`src/design/lim_pkg.sv`:
```
// Constants, register map and carriers of the line interface monitor block
package lim_pkg;
  localparam logic [3:0] CTRL_OFS = 4'h0;
  localparam logic [3:0] STAT_OFS = 4'h4;
  // Control word, MSB first: bit 0 selects single-rail format
  typedef struct packed {
    logic los_dis_dig;
    logic los_dis_ana;
    logic mute;
    logic rx_gain;
    logic eq;
    logic tx_en;
    logic int_mon;
    logic build_out;
    logic single_rail;
  } ctrl_t;
  localparam int CTRL_W = 9;
  localparam ctrl_t CTRL_RST = 9'h000;
  typedef struct packed {
    logic drive_fault;
    logic comb;
    logic ana;
    logic dig;
    logic lock;
  } stat_t;
  localparam int STAT_W = 5;
  localparam stat_t STAT_RST = 5'h00;
  // Synchroniser slots of pin inputs
  localparam int NS = 18;
  localparam int S_TXC = 0, S_TXP = 1, S_TXN = 2, S_MP = 3, S_MN = 4;
  localparam int S_REC = 5, S_REF = 6, S_LP = 7, S_LN = 8, S_ANALOG_SIGNAL_LOSS = 9;
  localparam int S_TRANSMITTER_ENABLE = 10, S_EQ = 11, S_RXM = 12, S_RAIL = 13;
  localparam int S_MUTE = 14, S_BO = 15, S_E3 = 16, S_HOST = 17;
  // Timing in line bit periods and reference edges
  localparam int DMON_CNT = 128;
  localparam int LOS_CNT = 175;
  localparam int DENS_PCT = 33;
  localparam int LOCK_WIN = 1000;
  localparam int LOCK_PPT = 5;
  localparam int LOCK_TOL = LOCK_WIN * LOCK_PPT / 1000;
  localparam int ZEROS_B3ZS = 3;
  localparam int ZEROS_HDB3 = 4;
endpackage

```
`src/design/line_interface_monitor_los_logic.sv`:
```
// Control, drive monitor, clock lock, code violation and loss-of-signal logic
//
// The placing of the registers and the Wishbone slave port are this design's own decisions.
`timescale 1ns/10ps
module line_interface_monitor_los_logic import lim_pkg::*; #(
  parameter int LOS_COUNT = LOS_CNT,
  parameter int DMON_COUNT = DMON_CNT
) (
  input wire logic CLK_I,
  input wire logic RST_N_I,
  input wire logic CYC_I,
  input wire logic STB_I,
  input wire logic WE_I,
  input wire logic [3:0] ADR_I,
  input wire logic [3:0] SEL_I,
  input wire logic [31:0] DAT_I,
  output logic [31:0] DAT_O,
  output logic ACK_O,
  input wire logic HOST_MODE_I,
  input wire logic TRANSMIT_INPUT_CLOCK_I,
  input wire logic TX_DATA_POSITIVE_I,
  input wire logic TX_DATA_NEGATIVE_I,
  input wire logic MONITOR_IN_POSITIVE_I,
  input wire logic MONITOR_IN_NEGATIVE_I,
  input wire logic RECOVERED_CLOCK_I,
  input wire logic REFERENCE_CLOCK_IN_I,
  input wire logic LINE_IN_POSITIVE_I,
  input wire logic LINE_IN_NEGATIVE_I,
  input wire logic ANALOG_SIGNAL_LOSS_I,
  input wire logic TRANSMITTER_ENABLE_I,
  input wire logic EQUALIZER_SELECT_I,
  input wire logic RECEIVE_MONITOR_GAIN_ENABLE_I,
  input wire logic RAIL_FORMAT_SELECT_I,
  input wire logic MUTE_ON_LOSS_I,
  input wire logic BUILD_OUT_SELECT_I,
  input wire logic E3_MODE_I,
  output logic LINE_OUT_POSITIVE_O,
  output logic LINE_OUT_NEGATIVE_O,
  output logic LINE_OUT_OE_O,
  output logic DRIVE_FAULT_OUT_O,
  output logic BUILD_OUT_SELECT_O,
  output logic EQUALIZER_SELECT_O,
  output logic RECEIVE_MONITOR_GAIN_ENABLE_O,
  output logic LOSS_OF_LOCK_O,
  output logic RECEIVE_OUTPUT_CLOCK_O,
  output logic RECOVERED_DATA_POSITIVE_O,
  output logic RECOVERED_DATA_NEGATIVE_O,
  output logic CODE_VIOLATION_OUT_O,
  output logic COMBINED_SIGNAL_LOSS_O
);
  if (LOS_COUNT < 100 || LOS_COUNT > 250 || DMON_COUNT < 96 || DMON_COUNT > 160) begin : g_bad
    $error("Loss or drive monitor count outside documented range");
  end

  function automatic logic pick(input logic host, input logic bit_v, input logic pin_v);
    return host ? bit_v : pin_v;
  endfunction

  // Pin synchroniser: stage 1 is seen only by stage 2
  logic [NS-1:0] s1_ff, s2_ff, s3_ff, f_ff, fp_ff;
  logic [NS-1:0] pins;
  assign pins = {HOST_MODE_I, E3_MODE_I, BUILD_OUT_SELECT_I, MUTE_ON_LOSS_I, RAIL_FORMAT_SELECT_I,
                 RECEIVE_MONITOR_GAIN_ENABLE_I, EQUALIZER_SELECT_I, TRANSMITTER_ENABLE_I,
                 ANALOG_SIGNAL_LOSS_I, LINE_IN_NEGATIVE_I, LINE_IN_POSITIVE_I,
                 REFERENCE_CLOCK_IN_I, RECOVERED_CLOCK_I, MONITOR_IN_NEGATIVE_I,
                 MONITOR_IN_POSITIVE_I, TX_DATA_NEGATIVE_I, TX_DATA_POSITIVE_I,
                 TRANSMIT_INPUT_CLOCK_I};
  always_ff @(posedge CLK_I) begin
    if (!RST_N_I) begin
      s1_ff <= '0;
      s2_ff <= '0;
      s3_ff <= '0;
      f_ff <= '0;
      fp_ff <= '0;
    end else begin
      s1_ff <= pins;
      s2_ff <= s1_ff;
      s3_ff <= s2_ff;
      f_ff <= (~(s2_ff ^ s3_ff) & s3_ff) | ((s2_ff ^ s3_ff) & f_ff);
      fp_ff <= f_ff;
    end
  end
  logic txc_evt, rec_evt, ref_evt, host_ff;
  assign txc_evt = f_ff[S_TXC] & ~fp_ff[S_TXC];
  assign rec_evt = f_ff[S_REC] & ~fp_ff[S_REC];
  assign ref_evt = f_ff[S_REF] & ~fp_ff[S_REF];
  assign host_ff = f_ff[S_HOST];

  // Wishbone slave: ack one cycle after request, dropped the next cycle
  ctrl_t ctrl_ff;
  stat_t stat;
  logic req;
  assign req = CYC_I & STB_I & ~ACK_O;
  always_ff @(posedge CLK_I) begin
    if (!RST_N_I) ACK_O <= 1'b0;
    else ACK_O <= req;
  end
  always_ff @(posedge CLK_I) begin
    if (!RST_N_I) ctrl_ff <= CTRL_RST;
    else if (req && WE_I && ADR_I == CTRL_OFS) begin
      if (SEL_I[0]) ctrl_ff[7:0] <= DAT_I[7:0];
      if (SEL_I[1]) ctrl_ff[CTRL_W-1] <= DAT_I[CTRL_W-1];
    end
  end
  always_ff @(posedge CLK_I) begin
    if (!RST_N_I) DAT_O <= '0;
    else if (req && !WE_I) begin
      case (ADR_I)
        CTRL_OFS: DAT_O <= {{(32-CTRL_W){1'b0}}, ctrl_ff};
        STAT_OFS: DAT_O <= {{(32-STAT_W){1'b0}}, stat};
        default: DAT_O <= '0;
      endcase
    end
  end
  // Effective selections
  logic single_rail, tx_on, eq_on, gain_on, mute_on, los_off;
  assign single_rail = pick(host_ff, ctrl_ff.single_rail, f_ff[S_RAIL]);
  assign tx_on = f_ff[S_TRANSMITTER_ENABLE] & (~host_ff | ctrl_ff.tx_en);
  assign eq_on = pick(host_ff, ctrl_ff.eq, f_ff[S_EQ]);
  assign gain_on = ctrl_ff.rx_gain | f_ff[S_RXM];
  assign mute_on = pick(host_ff, ctrl_ff.mute, f_ff[S_MUTE]);
  assign los_off = ctrl_ff.los_dis_ana & ctrl_ff.los_dis_dig;
  always_ff @(posedge CLK_I) begin
    if (!RST_N_I) begin
      BUILD_OUT_SELECT_O <= 1'b0;
      EQUALIZER_SELECT_O <= 1'b0;
      RECEIVE_MONITOR_GAIN_ENABLE_O <= 1'b0;
    end else begin
      BUILD_OUT_SELECT_O <= pick(host_ff, ctrl_ff.build_out, f_ff[S_BO]);
      EQUALIZER_SELECT_O <= eq_on;
      RECEIVE_MONITOR_GAIN_ENABLE_O <= gain_on;
    end
  end

  // Transmit driver; data pins are driven only while enabled
  always_ff @(posedge CLK_I) begin
    if (!RST_N_I) begin
      LINE_OUT_POSITIVE_O <= 1'b0;
      LINE_OUT_NEGATIVE_O <= 1'b0;
      LINE_OUT_OE_O <= 1'b0;
    end else begin
      LINE_OUT_POSITIVE_O <= tx_on & f_ff[S_TXP];
      LINE_OUT_NEGATIVE_O <= tx_on & f_ff[S_TXN];
      LINE_OUT_OE_O <= tx_on;
    end
  end

  // Drive monitor: own outputs or the external monitor pair
  logic mon_p, mon_n, mon_pp, mon_np, mon_evt;
  logic [7:0] dm_cnt_ff;
  assign mon_p = ctrl_ff.int_mon ? LINE_OUT_POSITIVE_O : f_ff[S_MP];
  assign mon_n = ctrl_ff.int_mon ? LINE_OUT_NEGATIVE_O : f_ff[S_MN];
  always_ff @(posedge CLK_I) begin
    if (!RST_N_I) begin
      mon_pp <= 1'b0;
      mon_np <= 1'b0;
    end else begin
      mon_pp <= mon_p;
      mon_np <= mon_n;
    end
  end
  assign mon_evt = (mon_p & ~mon_pp) | (mon_n & ~mon_np);
  always_ff @(posedge CLK_I) begin
    if (!RST_N_I) begin
      dm_cnt_ff <= '0;
      DRIVE_FAULT_OUT_O <= 1'b0;
    end else if (mon_evt) begin
      dm_cnt_ff <= '0;
      DRIVE_FAULT_OUT_O <= 1'b0;
    end else if (txc_evt && dm_cnt_ff != 8'(DMON_COUNT)) begin
      dm_cnt_ff <= dm_cnt_ff + 8'h01;
      if (dm_cnt_ff == 8'(DMON_COUNT - 1)) DRIVE_FAULT_OUT_O <= 1'b1;
    end
  end

  // Lock monitor: recovered edges counted over a window of reference edges
  logic [10:0] ref_cnt_ff, rec_cnt_ff;
  logic freq_bad_ff;
  always_ff @(posedge CLK_I) begin
    if (!RST_N_I) begin
      ref_cnt_ff <= '0;
      rec_cnt_ff <= '0;
      freq_bad_ff <= 1'b1;
    end else if (ref_evt && ref_cnt_ff == 11'(LOCK_WIN - 1)) begin
      ref_cnt_ff <= '0;
      rec_cnt_ff <= '0;
      freq_bad_ff <= rec_cnt_ff < 11'(LOCK_WIN - LOCK_TOL) ||
                     rec_cnt_ff > 11'(LOCK_WIN + LOCK_TOL);
    end else begin
      if (ref_evt) ref_cnt_ff <= ref_cnt_ff + 11'h001;
      if (rec_evt && rec_cnt_ff != 11'h7ff) rec_cnt_ff <= rec_cnt_ff + 11'h001;
    end
  end

  // Receive decoder and loss detectors; decoder and digital loss stepped per recovered bit
  logic lp, ln, pulse, last_pol_ff, bpv;
  logic [7:0] zrun_ff, win_cnt_ff, ones_ff, ana_cnt_ff;
  logic [2:0] zmax;
  logic digital_signal_loss_ff, analog_signal_loss_ff;
  assign lp = f_ff[S_LP];
  assign ln = f_ff[S_LN];
  assign pulse = lp | ln;
  assign zmax = f_ff[S_E3] ? 3'(ZEROS_HDB3) : 3'(ZEROS_B3ZS);
  // Same polarity as the last mark is legal only after a substitution gap
  assign bpv = pulse && (lp == last_pol_ff) &&
               !(zrun_ff == 8'(zmax - 3'h2) || zrun_ff == 8'(zmax - 3'h1));
  always_ff @(posedge CLK_I) begin
    if (!RST_N_I) begin
      zrun_ff <= '0;
      last_pol_ff <= 1'b0;
      CODE_VIOLATION_OUT_O <= 1'b0;
      RECOVERED_DATA_POSITIVE_O <= 1'b0;
      RECOVERED_DATA_NEGATIVE_O <= 1'b0;
    end else if (rec_evt) begin
      zrun_ff <= pulse ? 8'h00 : (zrun_ff == 8'hff ? zrun_ff : zrun_ff + 8'h01);
      if (pulse) last_pol_ff <= lp;
      CODE_VIOLATION_OUT_O <= !single_rail &&
        (bpv || (!pulse && zrun_ff == 8'(zmax - 3'h1)));
      RECOVERED_DATA_POSITIVE_O <= lp & ~(COMBINED_SIGNAL_LOSS_O & mute_on);
      RECOVERED_DATA_NEGATIVE_O <= ln & ~(COMBINED_SIGNAL_LOSS_O & mute_on);
    end else begin
      CODE_VIOLATION_OUT_O <= 1'b0;
    end
  end

  // Digital loss: zero run to declare, density over a window to clear
  always_ff @(posedge CLK_I) begin
    if (!RST_N_I || los_off || f_ff[S_E3]) begin
      digital_signal_loss_ff <= 1'b0;
      win_cnt_ff <= '0;
      ones_ff <= '0;
    end else if (rec_evt) begin
      if (!digital_signal_loss_ff) begin
        if (!pulse && zrun_ff == 8'(LOS_COUNT - 1)) digital_signal_loss_ff <= 1'b1;
      end else if (win_cnt_ff == 8'(LOS_COUNT - 1)) begin
        win_cnt_ff <= '0;
        ones_ff <= '0;
        if (32'(ones_ff + 8'(pulse)) * 100 > 32'(LOS_COUNT * DENS_PCT))
          digital_signal_loss_ff <= 1'b0;
      end else begin
        win_cnt_ff <= win_cnt_ff + 8'h01;
        ones_ff <= ones_ff + 8'(pulse);
      end
    end
  end

  // Analog loss; in E3 the level indicator must persist 175 bit periods
  always_ff @(posedge CLK_I) begin
    if (!RST_N_I || los_off) begin
      analog_signal_loss_ff <= 1'b0;
      ana_cnt_ff <= '0;
    end else if (!f_ff[S_E3]) begin
      analog_signal_loss_ff <= f_ff[S_ANALOG_SIGNAL_LOSS];
      ana_cnt_ff <= '0;
    end else if (f_ff[S_ANALOG_SIGNAL_LOSS] == analog_signal_loss_ff) begin
      ana_cnt_ff <= '0;
    end else if (analog_signal_loss_ff ? rec_evt : ref_evt) begin
      // Recovered clock may stop on loss, so declaring counts reference periods only
      if (ana_cnt_ff == 8'(LOS_COUNT - 1)) begin
        analog_signal_loss_ff <= f_ff[S_ANALOG_SIGNAL_LOSS];
        ana_cnt_ff <= '0;
      end else begin
        ana_cnt_ff <= ana_cnt_ff + 8'h01;
      end
    end
  end
  // Combined loss, lock and receive clock selection
  logic combined_signal_loss;
  assign combined_signal_loss = digital_signal_loss_ff | analog_signal_loss_ff;
  always_ff @(posedge CLK_I) begin
    if (!RST_N_I) begin
      COMBINED_SIGNAL_LOSS_O <= 1'b0;
      LOSS_OF_LOCK_O <= 1'b1;
      RECEIVE_OUTPUT_CLOCK_O <= 1'b0;
    end else begin
      COMBINED_SIGNAL_LOSS_O <= combined_signal_loss;
      LOSS_OF_LOCK_O <= freq_bad_ff | combined_signal_loss;
      RECEIVE_OUTPUT_CLOCK_O <= LOSS_OF_LOCK_O ? f_ff[S_REF] : f_ff[S_REC];
    end
  end
  assign stat = '{drive_fault: DRIVE_FAULT_OUT_O, comb: COMBINED_SIGNAL_LOSS_O,
                  ana: analog_signal_loss_ff, dig: digital_signal_loss_ff, lock: LOSS_OF_LOCK_O};
endmodule

```
`config.mk`:
```
export PLATFORM = sky130hd
export DESIGN_NAME = line_interface_monitor_los_logic
export DESIGN_NICKNAME = d
export VERILOG_FILES = /design/src/design/lim_pkg.sv /design/src/design/line_interface_monitor_los_logic.sv
export SDC_FILE = /design/constraint.sdc
export NUM_CORES = 1
export LEC_CHECK = 0
export ABC_AREA = 1
export BUFFER_PORTS_ARGS = -buffer_cell sky130_fd_sc_hd__buf_2
export CORE_MARGIN = 2
export CORE_UTILIZATION = 45
export CTS_CLUSTER_SIZE = 8
export DETAILED_ROUTE_END_ITERATION = 10
export PLACE_DENSITY_LB_ADDON = 0.12
export SYNTH_ARGS = -nofsm -noshare
export SYNTH_HDL_FRONTEND = slang
export SYNTH_SLANG_ARGS = --single-unit
```
`constraint.sdc`:
```
create_clock -name CLK_I -period 4.9 [get_ports CLK_I]
set_input_delay 0.735 -clock CLK_I [delete_from_list [all_inputs] [get_ports CLK_I]]
set_output_delay 0.735 -clock CLK_I [all_outputs]
set_load 0.02 [all_outputs]
```
==> results.md <==
- Final #Nets: around 1200
- VDD IR-drop max: 257 uV
- Worst slew pin tran: 1.00 ns
- Power density over cell area: around 320 nW/um^2
- WP data arrival: around 4.5 ns
- Max Fanout on Critical Path: 5
- Syn Area/Cell: between 7 and 8 sq um
- Multi-input logic area: between 3000 and 4000 sq um
- Post-layout util: 51.9%
- Worst setup EP type: flop
- Sequential share of the synthesized area: 44.0%
- DR WL/cell: around 11 um
- Highest clock rate: between 0.2 and 0.25 GHz
- R2R setup slack: 0.76 ns
- CORE AREA: roughly 17000 sq um
- Area contributors post-synth: dfxtp_1 (44%), nand2_1 (9.3%), inv_1 (8.0%), ha_1 (6.9%), a21oi_1 (5.7%)
- Relative slew slack: 32.9%
- CTS clock-pin slew for the worst setup and hold paths: 0.07 ns
- ANT cells: 0
- H-tree depth: 4
- Antenna violations before repair: 0
- Vias in the first global route: 5592
- Clk_lat worst skew: 0.43 ns
- Tot Pwr: about 2800 uW
- Die area: 18800 sq um
- Initial Utilization: between 40% and 50%
- Worst clock skew: around 0.013 ns
- # IOs: about 110
- #FFs+latches synth: around 180
- Drt via density: about 4.7
- Critical path, cell by cell: nor2_1 -> inv_1 -> ha_1 -> nand2_1 -> nor2_1 -> nand2_1 -> xnor2_1 -> ha_1 -> ha_1 -> inv_1 -> fa_1 -> inv_1 -> ha_1 -> nand2_1 -> nor2_1 -> o21ai_0 -> nand3_1 -> nand2_1 -> nand2_1 -> nor2_1 -> nand2_1 -> a21oi_1
- CTS Sinks: 175
- Final min period: between 4 and 5 ns
- Cells after Synth: around 1000
- Worst hold path class: reg2reg
- Synth top area share: 44.0%
- Startpoint Class: flop
- Die Ht: roughly 140 um
- Layout cells sized above 1: roughly an eighth
- Post-cts sizing count: 0
- Most frequent CP cell: nand2_1
- Initial DRT Pass Iterations: 5
- Period utilization: between 80 and 90%
- Post-CTS setup buffers: 0
- Top post-synthesis cells by count: nand2_1 (197), dfxtp_1 (175), inv_1 (169)
- MaxCap Viol Count: 0
- Fin area: approximately 9000 sq um
- Root buffer cell: clkbuf_16
- Outcome: finished, final reports clean
- Number of setup violations in the final report: 0
- TritonCTS Buffers: 17
- Routed WL: ~15 mm
- Routability cong.: around 0.85
- WS Path Type: reg2reg
- Starting DRT DRC Count: 316
- Cts hold-fix bufs: 0
- Dpl cell area: around 8400 sq um
- Die X: 137 um
- Synth area leader: dfxtp_1
- Area grow syn2layout: 12.6%
- Vias: about 6200
- CTS Buffer Depth: 2
- FF/Latch Area: 3500 sq um
- Netlist cell types: 53
- Main synth FF type: dfxtp_1
- Synth warn: 0
- HPWL after DPL: ~11 mm
- CP required: between 5 and 6 ns
- First-pass GRT wire length: 25.8 mm
- Area of the mapped netlist: about 8000 sq um
- Tot GR Track Use: 17.3%
- Crit-path slowest cell: fa_1
- Endpoints failing hold: 0
- CTS tree: yes
- Total negative slack: 0 ns
- Fillers: 1705
- Async set or reset register ratio after synthesis: 0%
- Count leader, synth: nand2_1
- EDFF count, synth: 0
- Total congestion overflow: 0
- Largest net degree at the start of global routing: 87
- RSZ-0062 raised after global routing: false
- PortBufs: 60
- Max-slew violations: 0
- CP peak stage delay: around 0.50 ns
- LEAKAGE: approximately 0.0042 uW
- Post-DRT Antenna Nets: 0
- DRC Markers: 0
- FP Rows: 48
## metal layers
metal	share of wire, %	global-route usage, %
met1	51	23.8
met2	45	26.7
met3	4.3	4.15
met4	0.38	5.15
met5	0	0
## area by class of cell
cell class / count / area share (%)
clock inverters: 13 / 1.31
clock buffers: 19 / 4.94
repair buffers: 62 / 3.51
multi-input cells: 660 / 40.5
inverters: 181 / 7.59
well taps: 225 / 3.14
flip-flops and latches: 175 / 39.1
## power by group
part | leakage (uW) | switching [uW] | internal, uW
Combinational | 0.00255 | 60.5 | 25.0
Clock | 0.000280 | 609 | 686
Sequential | 0.00142 | 8.05 | 1440
Total | 0.00424 | 678 | 2150
## cell usage in the layout, fill, tap and decap left out, drive strengths merged, types with 2 or more instances in the layout
master  count
nor3b       5
nand4      10
buf        62
a31oi       6
clkbuf     19
fa          4
dfxtp     175
xor2       15
nor4        6
a21oi      91
o21ai      55
o21a        4
ha         44
a211oi      2
inv       189
nor3       25
or2         3
nand2     204
nand3      36
xnor2       8
mux2i       2
clkinv      5
o21bai      6
nor2      101
conb       23
## worst max-delay path, delay by kind of cell, from the launching register on
family,cells,cell delay (ns)
adders and majority gates,5,1.61
and+or+nand+nor,11,1.10
DFF,1,0.40
AOI/OAI and AO/OA,2,0.36
xor gates and xnor gates,1,0.32
buffers and inverters,3,0.24
## worst paths after layout
check / startpoint / to / depth (start not counted)
hold reg to reg: s1_ff[14] / s2_ff[14] / 2
hold / removal: s1_ff[14] / s2_ff[14] / 2
setup / recovery: flop / digital_signal_loss_ff / 22
setup reg to reg: flop / digital_signal_loss_ff / 22
## kinds of logic (layout without fill, tap and decap cells)
family	count (synthesis)	in the layout	share of synthesized area, %
and+or+nand+nor	390	390	21.7
xor gates and xnor gates	23	23	2.53
DFF	175	175	44.0
adders and majority gates	49	49	8.04
AOI/OAI and AO/OA	173	173	12.0
buffers and inverters	220	275	11.5
muxes	2	2	0.251
other	1	23	0.0471
## per-stage QoR
stage | worst slack (ns) | std cells | hold slack (ns)
after floorplan | 1.37 | 1055 | 0.390
after global placement | 0.799 | 1303 | 0.392
after detailed placement | 0.768 | 1303 | 0.395
after CTS | 0.723 | 1335 | 0.412
after global routing | 0.234 | 1335 | 0.432
final | 0.760 | 1335 | 0.410
Note: power is estimated with default switching activity, not from simulation.
